### src/hdl/uhcsr_pkg.sv
// constants for the hub control and status register bank
package uhcsr_pkg;
  localparam int ADDR_W = 8;
  localparam int DATA_W = 8;
  localparam int NPORTS = 3;

  // register byte addresses
  localparam logic [7:0] ADR_SCRATCH = 8'h0f;
  localparam logic [7:0] ADR_HADDR   = 8'h10;
  localparam logic [7:0] ADR_IRQF    = 8'h11;
  localparam logic [7:0] ADR_IRQE    = 8'h12;
  localparam logic [7:0] ADR_CFGST   = 8'h13;
  localparam logic [7:0] ADR_EP1CHG  = 8'h14;
  localparam logic [7:0] ADR_PSEL    = 8'h15;
  localparam logic [7:0] ADR_PCMD    = 8'h16;
  localparam logic [7:0] ADR_PSTATE  = 8'h17;
  localparam logic [7:0] ADR_PCHG    = 8'h18;

  // reset values
  localparam logic [7:0] RST_ZERO  = 8'h00;
  localparam logic [7:0] RST_CFGST = 8'h30;

  // flag / enable bit positions
  localparam int B_NAK     = 7;
  localparam int B_SOF     = 6;
  localparam int B_RESUME  = 5;
  localparam int B_SUSPEND = 4;
  localparam int B_RX0     = 1;
  localparam int B_TX0     = 0;
  localparam logic [7:0] IRQ_MASK = 8'h73;

  // config/status bit positions
  localparam int B_CONFIG  = 7;
  localparam int B_RWAKE   = 6;
  localparam int B_GANGED_POWER_SELECT   = 5;
  localparam int B_GANGED_OVERCURRENT_SELECT   = 4;
  localparam int B_OVCHG   = 3;
  localparam int B_OV      = 1;

  // port state bit positions
  localparam int B_LS      = 6;
  localparam int B_PWR     = 5;
  localparam int B_RST     = 4;
  localparam int B_POV     = 3;
  localparam int B_SUSP    = 2;
  localparam int B_EN      = 1;
  localparam int B_CONN    = 0;

  // port change bit positions
  localparam int B_RSTDONE = 4;

  // port commands
  typedef enum logic [2:0] {
    UHCSR_PWR_OFF = 3'h0,
    UHCSR_PWR_ON  = 3'h1,
    UHCSR_DISABLE = 3'h2,
    UHCSR_RST_EN  = 3'h3,
    UHCSR_SUSPEND = 3'h4,
    UHCSR_RESUME  = 3'h5
  } uhcsr_cmd_t;

  // timing
  localparam int CLK_MHZ       = 250;
  localparam int RST_TIME_MS   = 10;
  localparam int RST_CYCLES    = RST_TIME_MS * 1000 * CLK_MHZ;
endpackage : uhcsr_pkg

### src/hdl/uhcsr_regs.sv
// hub control and status register bank with per-port state
//
// Contract
// - scratch byte is read/write any time, not cleared by bus reset.
// - seven-bit hub address in low bits, top bit reserved, cleared by bus reset.
// - flags read one while pending; a read clears the flag register.
// - frame start flag bit 6 sets on real or synthesised frame start.
// - resume detect sets flag bit 5 and, with enable bit 5 set, raises a wake output.
// - suspend detect sets flag bit 4.
// - endpoint-0 receive done sets bit 1, transmit done sets bit 0.
// - each source raises the interrupt only with its enable set.
// - enable bit 7 lets nak or stall transactions interrupt too.
// - while configured bit is zero, all downstream ports drive se0.
// - remote wake enable gates wake requests from port and change events.
// - config bit 5 selects ganged power control.
// - config bit 4 selects ganged over-current reporting.
// - status bit 3 latches any global over-current change; firmware clears.
// - status bit 1 follows the inverted active-low over-current pin.
// - endpoint-1 bitmap holds four bits; in token gets data or nak.
// - any port change bit sets that port's bitmap bit.
// - two-bit index selects port 1, 2 or 3.
// - command write acts on indexed port with six encoded commands.
// - port state bit 6 shows low-speed attach.
// - port state bit 5 shows power, from commands or over-current.
// - port state bit 4 is one while reset signalling is driven.
// - port state bit 3 follows port over-current, zero when ganged.
// - about 10 ms after reset command, reset-done change bit sets.
// - port state bit 1 shows enable, updated by commands.
//
// The strobed register port was decided locally.
`timescale 1ns/1ps
module uhcsr_regs #(
  parameter int RST_CNT = uhcsr_pkg::RST_CYCLES
) (
  // clock and reset
  input  wire logic                         clk_i,
  input  wire logic                         reset_i,
  input  wire logic                         usb_reset_i,
  // register port
  input  wire logic [uhcsr_pkg::ADDR_W-1:0] addr_i,
  input  wire logic [uhcsr_pkg::DATA_W-1:0] wdata_i,
  input  wire logic                         wr_i,
  input  wire logic                         rd_i,
  output logic      [uhcsr_pkg::DATA_W-1:0] rdata_o,
  // serial engine events
  input  wire logic                         sof_rx_i,
  input  wire logic                         sof_timer_i,
  input  wire logic                         resume_det_i,
  input  wire logic                         suspend_det_i,
  input  wire logic                         ep0_rx_done_i,
  input  wire logic                         ep0_tx_done_i,
  input  wire logic                         nak_stall_i,
  input  wire logic                         ep1_in_token_i,
  input  wire logic                         hub_suspended_i,
  // port sense inputs
  input  wire logic                         overcurrent_in_n_i,
  input  wire logic [uhcsr_pkg::NPORTS-1:0] port_oc_n_i,
  input  wire logic [uhcsr_pkg::NPORTS-1:0] low_speed_i,
  input  wire logic [uhcsr_pkg::NPORTS-1:0] connect_i,
  input  wire logic [uhcsr_pkg::NPORTS-1:0] conn_change_i,
  input  wire logic [uhcsr_pkg::NPORTS-1:0] port_error_i,
  input  wire logic [uhcsr_pkg::NPORTS-1:0] resume_done_i,
  // outputs
  output logic                              irq_o,
  output logic                              wake_o,
  output logic                              remote_wake_req_o,
  output logic      [6:0]                   hub_addr_o,
  output logic      [uhcsr_pkg::NPORTS-1:0] port_se0_o,
  output logic      [uhcsr_pkg::NPORTS-1:0] port_reset_o,
  output logic      [uhcsr_pkg::NPORTS-1:0] port_power_o,
  output logic      [uhcsr_pkg::NPORTS-1:0] port_suspend_o,
  output logic      [uhcsr_pkg::NPORTS-1:0] port_enable_o,
  output logic                              ep1_send_o,
  output logic                              ep1_nak_o,
  output logic      [uhcsr_pkg::DATA_W-1:0] ep1_data_o
);
  import uhcsr_pkg::*;

  localparam int CW = $clog2(RST_CNT + 1);

  // decode of index to one-hot port select, shared by reads and writes
  function automatic logic [NPORTS-1:0] port_hot(input logic [1:0] idx);
    logic [NPORTS-1:0] h;
    h = '0;
    case (idx)
      2'h1:    h = 3'h1;
      2'h2:    h = 3'h2;
      2'h3:    h = 3'h4;
      default: h = '0;
    endcase
    return h;
  endfunction : port_hot

  logic [7:0]        scratch_r;
  logic [6:0]        haddr_r;
  logic [7:0]        flags_r;
  logic [7:0]        enables_r;
  logic              cfg_r;
  logic              rwake_r;
  logic              ganged_power_select_r;
  logic              ganged_overcurrent_select_r;
  logic              ovchg_r;
  logic              ov_r;
  logic [1:0]        psel_r;
  logic [2:0]        pcmd_r;
  logic [NPORTS-1:0] hot;
  logic [7:0]        flag_set;
  logic              rd_flags;
  logic              wr_cmd;
  logic [7:0]        pstate [NPORTS];
  logic [4:0]        pchg   [NPORTS];
  logic [NPORTS-1:0] pchg_any;
  logic [3:0]        ep1_bits;
  logic              cmd_rst_any;
  logic [NPORTS-1:0] oc_vec;

  assign hot      = port_hot(psel_r);
  assign rd_flags = rd_i && (addr_i == ADR_IRQF);
  assign wr_cmd   = wr_i && (addr_i == ADR_PCMD);

  ////////////////////////////////////////////////////////////////////////////
  // scratch, address, enables, index, command

  always_ff @(posedge clk_i) begin
    if (reset_i) begin
      scratch_r <= RST_ZERO;
    end else if (wr_i && addr_i == ADR_SCRATCH) begin
      scratch_r <= wdata_i;
    end
  end

  always_ff @(posedge clk_i) begin
    if (reset_i || usb_reset_i) begin
      haddr_r <= '0;
    end else if (wr_i && addr_i == ADR_HADDR) begin
      haddr_r <= wdata_i[6:0];
    end
  end

  always_ff @(posedge clk_i) begin
    if (reset_i) begin
      enables_r <= RST_ZERO;
      psel_r    <= '0;
      pcmd_r    <= '0;
    end else begin
      if (wr_i && addr_i == ADR_IRQE) enables_r <= wdata_i & (IRQ_MASK | 8'h80);
      if (wr_i && addr_i == ADR_PSEL) psel_r <= wdata_i[1:0];
      if (wr_cmd) pcmd_r <= wdata_i[2:0];
    end
  end

  ////////////////////////////////////////////////////////////////////////////
  // interrupt flags

  always_comb begin
    flag_set = '0;
    flag_set[B_SOF]     = sof_rx_i | sof_timer_i;
    flag_set[B_RESUME]  = resume_det_i;
    flag_set[B_SUSPEND] = suspend_det_i;
    flag_set[B_RX0]     = ep0_rx_done_i;
    flag_set[B_TX0]     = ep0_tx_done_i;
  end

  // clear on read, a same-cycle event wins
  always_ff @(posedge clk_i) begin
    if (reset_i) begin
      flags_r <= RST_ZERO;
    end else begin
      flags_r <= ((rd_flags ? 8'h00 : flags_r) | flag_set) & IRQ_MASK;
    end
  end

  // enable gating, nak events pass only with bit 7
  always_ff @(posedge clk_i) begin
    if (reset_i) begin
      irq_o <= 1'b0;
    end else begin
      irq_o <= |(flags_r & enables_r & IRQ_MASK)
               | (enables_r[B_NAK] & nak_stall_i);
    end
  end

  always_ff @(posedge clk_i) begin
    if (reset_i) wake_o <= 1'b0;
    else         wake_o <= flags_r[B_RESUME] & enables_r[B_RESUME];
  end

  ////////////////////////////////////////////////////////////////////////////
  // hub configuration and over-current

  always_ff @(posedge clk_i) begin
    if (reset_i) begin
      cfg_r   <= RST_CFGST[B_CONFIG];
      rwake_r <= RST_CFGST[B_RWAKE];
      ganged_power_select_r <= RST_CFGST[B_GANGED_POWER_SELECT];
      ganged_overcurrent_select_r <= RST_CFGST[B_GANGED_OVERCURRENT_SELECT];
    end else if (wr_i && addr_i == ADR_CFGST) begin
      cfg_r   <= wdata_i[B_CONFIG];
      rwake_r <= wdata_i[B_RWAKE];
      ganged_power_select_r <= wdata_i[B_GANGED_POWER_SELECT];
      ganged_overcurrent_select_r <= wdata_i[B_GANGED_OVERCURRENT_SELECT];
    end
  end

  always_ff @(posedge clk_i) begin
    if (reset_i) ov_r <= 1'b0;
    else         ov_r <= ~overcurrent_in_n_i;
  end

  // sticky change, write one clears, change wins
  always_ff @(posedge clk_i) begin
    if (reset_i) begin
      ovchg_r <= 1'b0;
    end else if (ov_r != ~overcurrent_in_n_i) begin
      ovchg_r <= 1'b1;
    end else if (wr_i && addr_i == ADR_CFGST && wdata_i[B_OVCHG]) begin
      ovchg_r <= 1'b0;
    end
  end

  always_ff @(posedge clk_i) begin
    if (reset_i) port_se0_o <= '1;
    else         port_se0_o <= cfg_r ? '0 : '1;
  end

  ////////////////////////////////////////////////////////////////////////////
  // per-port state

  for (genvar p = 0; p < NPORTS; p++) begin : g_port
    logic          pwr_r;
    logic          en_r;
    logic          susp_r;
    logic          rst_r;
    logic [CW-1:0] cnt_r;
    logic          cmd_here;
    logic          oc;
    logic          oc_d_r;
    logic [4:0]    chg_set;
    logic          chg_clr;

    // only the indexed port sees a command
    assign cmd_here = wr_cmd && hot[p];
    // ganged mode uses the global pin
    assign oc = ganged_overcurrent_select_r ? ov_r : ~port_oc_n_i[p];
    assign chg_clr = wr_i && addr_i == ADR_PCHG && hot[p];

    always_ff @(posedge clk_i) begin
      if (reset_i) begin
        pwr_r  <= 1'b0;
        en_r   <= 1'b0;
        susp_r <= 1'b0;
        rst_r  <= 1'b0;
        cnt_r  <= '0;
      end else if (oc) begin
        pwr_r  <= 1'b0;
        en_r   <= 1'b0;
        rst_r  <= 1'b0;
        cnt_r  <= '0;
      end else if (cmd_here) begin
        case (uhcsr_cmd_t'(wdata_i[2:0]))
          UHCSR_PWR_OFF: begin
            pwr_r <= 1'b0;
            en_r  <= 1'b0;
          end
          UHCSR_PWR_ON:  pwr_r <= 1'b1;
          UHCSR_DISABLE: en_r  <= 1'b0;
          UHCSR_RST_EN: begin
            rst_r <= 1'b1;
            cnt_r <= CW'(RST_CNT);
          end
          UHCSR_SUSPEND: susp_r <= 1'b1;
          UHCSR_RESUME:  susp_r <= 1'b0;
          default:       pwr_r  <= pwr_r;
        endcase
      end else if (rst_r) begin
        if (cnt_r == CW'(1)) begin
          rst_r <= 1'b0;
          en_r  <= 1'b1;
        end
        cnt_r <= cnt_r - CW'(1);
      end else if (port_error_i[p]) begin
        en_r <= 1'b0;
      end
    end

    always_ff @(posedge clk_i) begin
      if (reset_i) oc_d_r <= 1'b0;
      else         oc_d_r <= oc;
    end

    always_comb begin
      chg_set = '0;
      chg_set[B_RSTDONE] = rst_r && cnt_r == CW'(1) && !oc && !cmd_here;
      chg_set[3] = !ganged_overcurrent_select_r && (oc != oc_d_r);
      chg_set[2] = resume_done_i[p];
      chg_set[1] = port_error_i[p] && en_r;
      chg_set[0] = conn_change_i[p];
    end

    // sticky change bits, write one clears, set wins
    always_ff @(posedge clk_i) begin
      if (reset_i) pchg[p] <= '0;
      else pchg[p] <= (pchg[p] & ~(chg_clr ? wdata_i[4:0] : 5'h00)) | chg_set;
    end

    always_comb begin
      pstate[p] = '0;
      pstate[p][B_LS]   = low_speed_i[p];
      pstate[p][B_PWR]  = pwr_r;
      pstate[p][B_RST]  = rst_r;
      pstate[p][B_POV]  = ganged_overcurrent_select_r ? 1'b0 : oc;
      pstate[p][B_SUSP] = susp_r;
      pstate[p][B_EN]   = en_r;
      pstate[p][B_CONN] = connect_i[p];
    end

    // any change bit flags the port
    assign pchg_any[p] = |pchg[p];

    always_ff @(posedge clk_i) begin
      if (reset_i) begin
        port_reset_o[p]   <= 1'b0;
        port_power_o[p]   <= 1'b0;
        port_suspend_o[p] <= 1'b0;
        port_enable_o[p]  <= 1'b0;
      end else begin
        port_reset_o[p]   <= rst_r;
        port_power_o[p]   <= ganged_power_select_r ? g_port[0].pwr_r : pwr_r;
        port_suspend_o[p] <= susp_r;
        port_enable_o[p]  <= en_r;
      end
    end
  end

  // hub bit plus one bit per port
  assign ep1_bits = {pchg_any, ovchg_r};

  ////////////////////////////////////////////////////////////////////////////
  // endpoint-1 answer and remote wake

  // data if any bit, else nak
  always_ff @(posedge clk_i) begin
    if (reset_i) begin
      ep1_send_o <= 1'b0;
      ep1_nak_o  <= 1'b0;
      ep1_data_o <= RST_ZERO;
    end else begin
      ep1_send_o <= ep1_in_token_i && (|ep1_bits);
      ep1_nak_o  <= ep1_in_token_i && !(|ep1_bits);
      ep1_data_o <= {4'h0, ep1_bits};
    end
  end

  always_ff @(posedge clk_i) begin
    if (reset_i) remote_wake_req_o <= 1'b0;
    else remote_wake_req_o <= hub_suspended_i && rwake_r
                              && ((|conn_change_i) || resume_det_i || (|ep1_bits));
  end

  always_ff @(posedge clk_i) begin
    if (reset_i) hub_addr_o <= '0;
    else         hub_addr_o <= haddr_r;
  end

  ////////////////////////////////////////////////////////////////////////////
  // register read

  always_ff @(posedge clk_i) begin
    if (reset_i) begin
      rdata_o <= RST_ZERO;
    end else if (rd_i) begin
      case (addr_i)
        ADR_SCRATCH: rdata_o <= scratch_r;
        ADR_HADDR:   rdata_o <= {1'b0, haddr_r};
        ADR_IRQF:    rdata_o <= flags_r;
        ADR_IRQE:    rdata_o <= enables_r;
        ADR_CFGST:   rdata_o <= {cfg_r, rwake_r, ganged_power_select_r, ganged_overcurrent_select_r, ovchg_r, 1'b0, ov_r, 1'b0};
        ADR_EP1CHG:  rdata_o <= {4'h0, ep1_bits};
        ADR_PSEL:    rdata_o <= {6'h00, psel_r};
        ADR_PCMD:    rdata_o <= (hot != '0) ? {5'h00, pcmd_r} : RST_ZERO;
        ADR_PSTATE:  rdata_o <= (psel_r == 2'h0) ? RST_ZERO : pstate[psel_r - 2'h1];
        ADR_PCHG:    rdata_o <= (psel_r == 2'h0) ? RST_ZERO : {3'h0, pchg[psel_r - 2'h1]};
        default:     rdata_o <= RST_ZERO;
      endcase
    end else begin
      rdata_o <= RST_ZERO;
    end
  end

  // port reset output lags the internal reset flag by one cycle
  assign cmd_rst_any = wr_cmd && hot != '0 && wdata_i[2:0] == UHCSR_RST_EN;
  for (genvar q = 0; q < NPORTS; q++) begin : g_ocv
    assign oc_vec[q] = g_port[q].oc;
  end
endmodule : uhcsr_regs

### config.mk
export PLATFORM = sky130hd
export DESIGN_NAME = uhcsr_regs
export DESIGN_NICKNAME = d
export VERILOG_FILES = /design/src/hdl/uhcsr_pkg.sv /design/src/hdl/uhcsr_regs.sv
export SDC_FILE = /design/constraint.sdc
export NUM_CORES = 1
export LEC_CHECK = 0
export ABC_AREA = 1
export BUFFER_PORTS_ARGS = -buffer_cell sky130_fd_sc_hd__buf_2
export CORE_MARGIN = 3
export CORE_UTILIZATION = 35
export DETAILED_ROUTE_END_ITERATION = 7
export GPL_ROUTABILITY_DRIVEN = 0
export PLACE_DENSITY = 0.53
export SETUP_SLACK_MARGIN = 0.1
export SYNTH_ARGS = -nofsm -noshare
export SYNTH_HDL_FRONTEND = slang
export SYNTH_SLANG_ARGS = --single-unit
### constraint.sdc
create_clock -name clk_i -period 3.4 [get_ports clk_i]
set_clock_uncertainty 0.15 [all_clocks]
set_input_delay 0.17 -clock clk_i [delete_from_list [all_inputs] [get_ports clk_i]]
set_output_delay 0.17 -clock clk_i [all_outputs]
set_load 0.02 [all_outputs]
* Word level (Yosys, flattened, before mapping)
Memories as Yosys holds them, arrays and structs flattened.
Cells that the tools add are included.
** Storage, ports and cells
- Output and inout bits :: 43
- Bits in writable memories :: 15
- Memories kept :: 1
- Register bits after elaboration :: 161
** Memories
- pchg :: words 3, width 5, read ports 4, clocked after memory_dff 0, write ports 3, line uhcsr_regs.sv:111 : logic [4:0] pchg [NPORTS];
** Cells by class
- Add/subtract/negate cells :: 4
- Equality and inequality tests :: 34
- Reductions and logical operators :: 80
- Multiplexer cells :: 61
- $lt $le $gt $ge :: 1
- Bitwise gates (word level) :: 27
** Operators by type and width (count)
- 2-to-1 mux 22 bit :: 7
- case mux 8 bit (10 select lines) :: 1
- equality test 8 x 5 -> 1 bit, second input constant :: 9
- equality test 22 x 1 -> 1 bit, second input constant :: 3
- subtractor 22 x 1 -> 22 bit, second input constant :: 3
- 2-to-1 mux 1 bit :: 36
- 2-to-1 mux 5 bit :: 7
- logical AND 1 bit :: 34
- 2-to-1 mux 8 bit :: 3
- OR reduction 5 bit :: 4
- AND reduction 3 bit :: 6
- binary-select mux 8 bit (select 2 bit) :: 1
- OR reduction 16 bit :: 1
- bitwise AND 5 bit :: 3
- NOT 5 bit :: 3
- OR 5 bit :: 3
- AND reduction 2 bit :: 6
- nonzero test 2 bit :: 6
- nonzero test 3 bit :: 4
- OR reduction 2 bit :: 5
- != test 3 x 1 -> 1 bit, second input constant :: 3
- case mux 3 bit (3 select lines) :: 1
- equality test 8 x 4 -> 1 bit, second input constant :: 1
- logical NOT 1 bit :: 8
- other kinds (23) :: 49

* Depth between registers and ports, before layout
- Depth after elaboration :: 8
- Depth in mapped cells :: 12
- Depth with buffers taken out :: 11

* Worst setup path after synthesis
Ideal clock, no wire load.
- Path type :: register -> register
- Start point :: register psel_r[0]
- End point :: register rdata_o[1] in the netlist's numbering
- Stages on the path, launching flop included :: 13
- Library setup time :: 56 ps
- Required time :: 3194 ps
- Setup slack :: 1350 ps
- Data arrival time :: 1844 ps
- Path buffers :: 2
- Period minus slack after synthesis :: 2050 ps
- Cells stage by stage :: dfxtp_1 > inv_1 > clkbuf_1 > ha_1 > clkbuf_1 > o21ai_0 > o21ai_0 > nand3_1 > nand2_1 > nor2_1 > nand3b_1 > nand2_1 > inv_1
** Between the ends
- Word-level cells in the longest chain between the ends :: 7
** Ends and longest elaborated chain
- from (decl) :: line uhcsr_regs.sv:104 : logic [1:0] psel_r;
- from (signal assigned) :: line uhcsr_regs.sv:147 : if (wr_i && addr_i == ADR_PSEL) psel_r <= wdata_i[1:0];
- subtractor 2 x 1 -> 2 bit :: line uhcsr_regs.sv:381, uhcsr_regs.sv:382
- NOT 2 -> 3 bit (implied by the code) :: line uhcsr_regs.sv:381 : ADR_PSTATE: rdata_o <= (psel_r == 2'h0) ? RST_ZERO : pstate[psel_r - 2'h1];
- binary-select mux 8 bit (select 2 bit) :: line uhcsr_regs.sv:381
- 2-to-1 mux 8 bit (implied by the code) (2 in a row) :: line uhcsr_regs.sv:381
- 2-to-1 mux 8 bit :: line uhcsr_regs.sv:381
- case mux 8 bit (10 select lines) * :: line uhcsr_regs.sv:372 : case (addr_i)
- to (signal assigned) :: line uhcsr_regs.sv:373 : ADR_SCRATCH: rdata_o <= scratch_r;
- to (signal assigned) :: line uhcsr_regs.sv:381
- to (signal assigned) :: line uhcsr_regs.sv:382 : ADR_PCHG: rdata_o <= (psel_r == 2'h0) ? RST_ZERO : {3'h0, pchg[psel_r - 2'h1]};
- to (decl) :: line uhcsr_regs.sv:44 : output logic [uhcsr_pkg::DATA_W-1:0] rdata_o,
Mark *: on every way between the ends. The rest lies on a longest branch, timed or not. The select of a mux whose other input is x is not followed.
A chain may end at the register's enable or synchronous reset.

* Worst setup path after layout
- Start point :: register ganged_overcurrent_select_r
- End point :: register g_port[1].cnt_r[17]
** Between the ends
- Word-level cells in the longest chain between the ends :: 2
** Ends and longest elaborated chain
- from (decl) :: line uhcsr_regs.sv:101 : logic ganged_overcurrent_select_r;
- from (signal assigned) :: line uhcsr_regs.sv:196 : ganged_overcurrent_select_r <= RST_CFGST[B_GANGED_OVERCURRENT_SELECT];
- from (signal assigned) :: line uhcsr_regs.sv:201 : ganged_overcurrent_select_r <= wdata_i[B_GANGED_OVERCURRENT_SELECT];
- 2-to-1 mux 1 bit :: line uhcsr_regs.sv:244 : assign oc = ganged_overcurrent_select_r ? ov_r : ~port_oc_n_i[p];
- OR reduction 2 bit (no source line)
- to (signal assigned) :: line uhcsr_regs.sv:269 : cnt_r <= CW'(RST_CNT);
- to (signal assigned) :: line uhcsr_regs.sv:280 : cnt_r <= cnt_r - CW'(1);
- to (decl) :: line uhcsr_regs.sv:234 : logic [CW-1:0] cnt_r;
Every way passes these cells.

==> metrics.txt <==
maximum VDD drop=0.000230 V; PostCTS Resize Cnt=0; area grow syn2layout=17.4%; setup TNS=0 ns; H-tree depth=4; worst skew pair latency=0.43 ns; Max Cap Violations=0; Critical Path Most Common Cell=inv_1; global route overflow=0; cts bufs inserted=17; Placement Rows=57; die footprint=27400 um^2; unrepaired setup endpoints after global routing=no; # IOs=92; DRT iter0 DRCs=775; Seq/Total Area, Yosys=0.382; cell accounting for the most synthesized area=dfxtp_1; register area=about 3400 um^2; critical path launch point type=register; area of the multi-input gates=~4700 um^2; share of layout cells above drive strength 1=0.125; Layout fillers=2686; nets@finish=1498; Worst Max-Slew Pin Slew=0.862 ns; Reg clk slew, reported paths=0.07 ns; Finished Core Util=0.424; Crit. End Element=register; Antenna Cells=0; number of port buffers=87; area of the mapped netlist=8920 um^2; Tcrit/Tclk final=0.745; Final Non-Filler Cells=1776; detailed placement HPWL=19800 um; initial antenna violation count=0; placed cells=about 1700; max-slew violations=0; leakage power=0.00467 uW; Mapped Cells=1333; Synth top area share=0.382; Die Y=166 um; Routed WL=26300 um; root buf cell=clkbuf_16; CP max-delay cell=dfxtp_1; Final min period=2.53 ns; WL/cell=approximately 15 um; top cells by area, synth=dfxtp_1 (38%), nand2_1 (13%), nor2_1 (8.5%); Initial Util=0.361; vias per std cell=4.91; Syn Area/Cell=6.69 um^2; achievable frequency=395 MHz; worst hold margin=0.0219 ns; Hold Fails Final Rpt=0; P per Cell Area=397 nW/um^2; CP max FO=20; delay-heaviest family, CP=simple AND/OR/NAND/NOR gates; largest net degree at the start of global routing=34; total core area=24700 um^2; CP cell instances=nand2_1, o21ai_0, inv_1, nor2_1, inv_1, a21oi_1; number of synthesized register bits=170; Yosys cell types=47; worst min path class=primary input to register; slowest stage delay, CP=0.61 ns; All-Layer GR Usage=0.194; vias in the first global route=8322; DRC Markers=0; Antenna Nets Post-Route=0; yosys warns=0; CTS tree=built; vias=a little under 9000; Die X=166 um; outcome=finished clean; CTS Sinks=170; DRT Pass-1 Iters=5; CP bufs+invs=2; Crit path required time=3.60 ns; CP Data Arrival Time=2.73 ns; Crit Path Class=register to register; Final setup viols=0; Clock Path Buffers=2; Max-slew headroom=0.425; first-pass GRT wire length=~44000 um
## power by group
part           internal [uW]  leakage (uW)  total, uW  switching, uW
logic                   79.1       0.00302        233            154
clock network           1030      0.000270       1910            877
registers               2010       0.00137       2020           11.8
total                   3120       0.00467       4160           1040
## synthesized netlist by cell type, drive strengths merged
| library cell | count |
|---|---|
| a211oi | 7 |
| a21o | 1 |
| a21oi | 110 |
| a221oi | 1 |
| a22oi | 1 |
| a31oi | 2 |
| and3 | 1 |
| buf | 26 |
| clkbuf | 17 |
| clkinv | 4 |
| conb | 1 |
| dfxtp | 170 |
| ha | 10 |
| inv | 147 |
| nand2 | 319 |
| nand3 | 119 |
| nand3b | 4 |
| nand4 | 25 |
| nor2 | 211 |
| nor3 | 19 |
| nor4 | 3 |
| o211ai | 5 |
| o21a | 6 |
| o21ai | 91 |
| o21bai | 1 |
| o22ai | 8 |
| or2 | 8 |
| xnor2 | 2 |
| xor2 | 14 |
## worst register-to-register path, delay by kind of cell (launching register included)
kind / cells / cell delay (ns)
DFF: 1 / 0.61
AOI/OAI and AO/OA: 2 / 0.50
and+or+nand+nor: 2 / 0.63
buffers and inverters: 2 / 0.58
## timing repair
action | 4_1_cts | 5_1_grt
setup buffers | 0 | 0
endpoints found under the setup margin | 0 | 0
hold buffers | 35 | 0
hold endpoints to repair | 50 | 0
## registers in the layout, summed over array words and instances (netlist names), 2 cells and up
| signal | flops |
|---|---|
| g_port.cnt_r | 66 |
| pchg | 15 |
| rdata_o | 8 |
| scratch_r | 8 |
| haddr_r | 7 |
| hub_addr_o | 7 |
| enables_r | 6 |
| flags_r | 5 |
| ep1_data_o | 4 |
| g_port.en_r | 3 |
| g_port.oc_d_r | 3 |
| g_port.pwr_r | 3 |
| g_port.rst_r | 3 |
| g_port.susp_r | 3 |
| pcmd_r | 3 |
| port_enable_o | 3 |
| port_power_o | 3 |
| port_reset_o | 3 |
| port_suspend_o | 3 |
| psel_r | 2 |
## cell type report
class	count	area share
Multi-Input combinational cell	972	0.448
Sequential cell	170	0.325
Timing Repair Buffer	127	0.0787
Inverter	151	0.0551
Clock buffer	18	0.0410
Tap cell	324	0.0387
Clock inverter	14	0.0133
## layer usage
layer	GRT usage	vias to the layer above	part of all wire
met1	0.284	3931	0.50
met5	0	-	0
li1	-	4529	-
met4	0.0517	0	0.018
met3	0.0307	34	0.049
met2	0.298	221	0.44
## metrics by stage
step / cell area [um^2] / worst slack [ns] / power [uW]
CTS: 10500 / 0.936 / 4210
finish: 10500 / 0.867 / 4160
detailed placement: 9550 / 0.930 / 2270
floorplan: 8930 / 1.35 / 2180
global placement: 9550 / 0.940 / 2270
global route: 10500 / 0.687 / 4320
## final timing paths
kind / startpoint / to / slack (ns) / cells after the start
hold reg to reg: cfg_r / port_se0_o[1] / 0.26 / 1
setup reg to reg: ganged_overcurrent_select_r / g_port[1].cnt_r[17] / 0.87 / 6
setup / recovery: ganged_overcurrent_select_r / g_port[1].cnt_r[17] / 0.87 / 6
hold / removal: wr_i / scratch_r[3] / 0.02 / 3
## layout by cell type (no fill, tap or decap), types with 7 or more instances in the layout
cell type and count:
o21ai_0 88, nand2_2 13, or2_2 8, a21oi_2 10, nand3_1 114, clkbuf_16 17, buf_2 87, a21oi_1 100
nand2_1 300, nand4_1 24, dlygate4sd3_1 35, o22ai_1 8, nor3_1 18, a211oi_1 7, inv_1 142, xor2_1 14
ha_1 10, dfxtp_1 170, nor2_1 202
## cell families (layout without fill, tap and decap cells)
group,after synthesis,after routing,share of synthesized area
other,1,4,0.000420
DFF,170,170,0.382
adders and majority gates,10,10,0.0140
xor gates and xnor gates,16,16,0.0157
and+or+nand+nor,709,709,0.352
AOI/OAI and AO/OA,233,233,0.143
buffers and inverters,194,310,0.0937
Power figures use the tool's default switching activity.
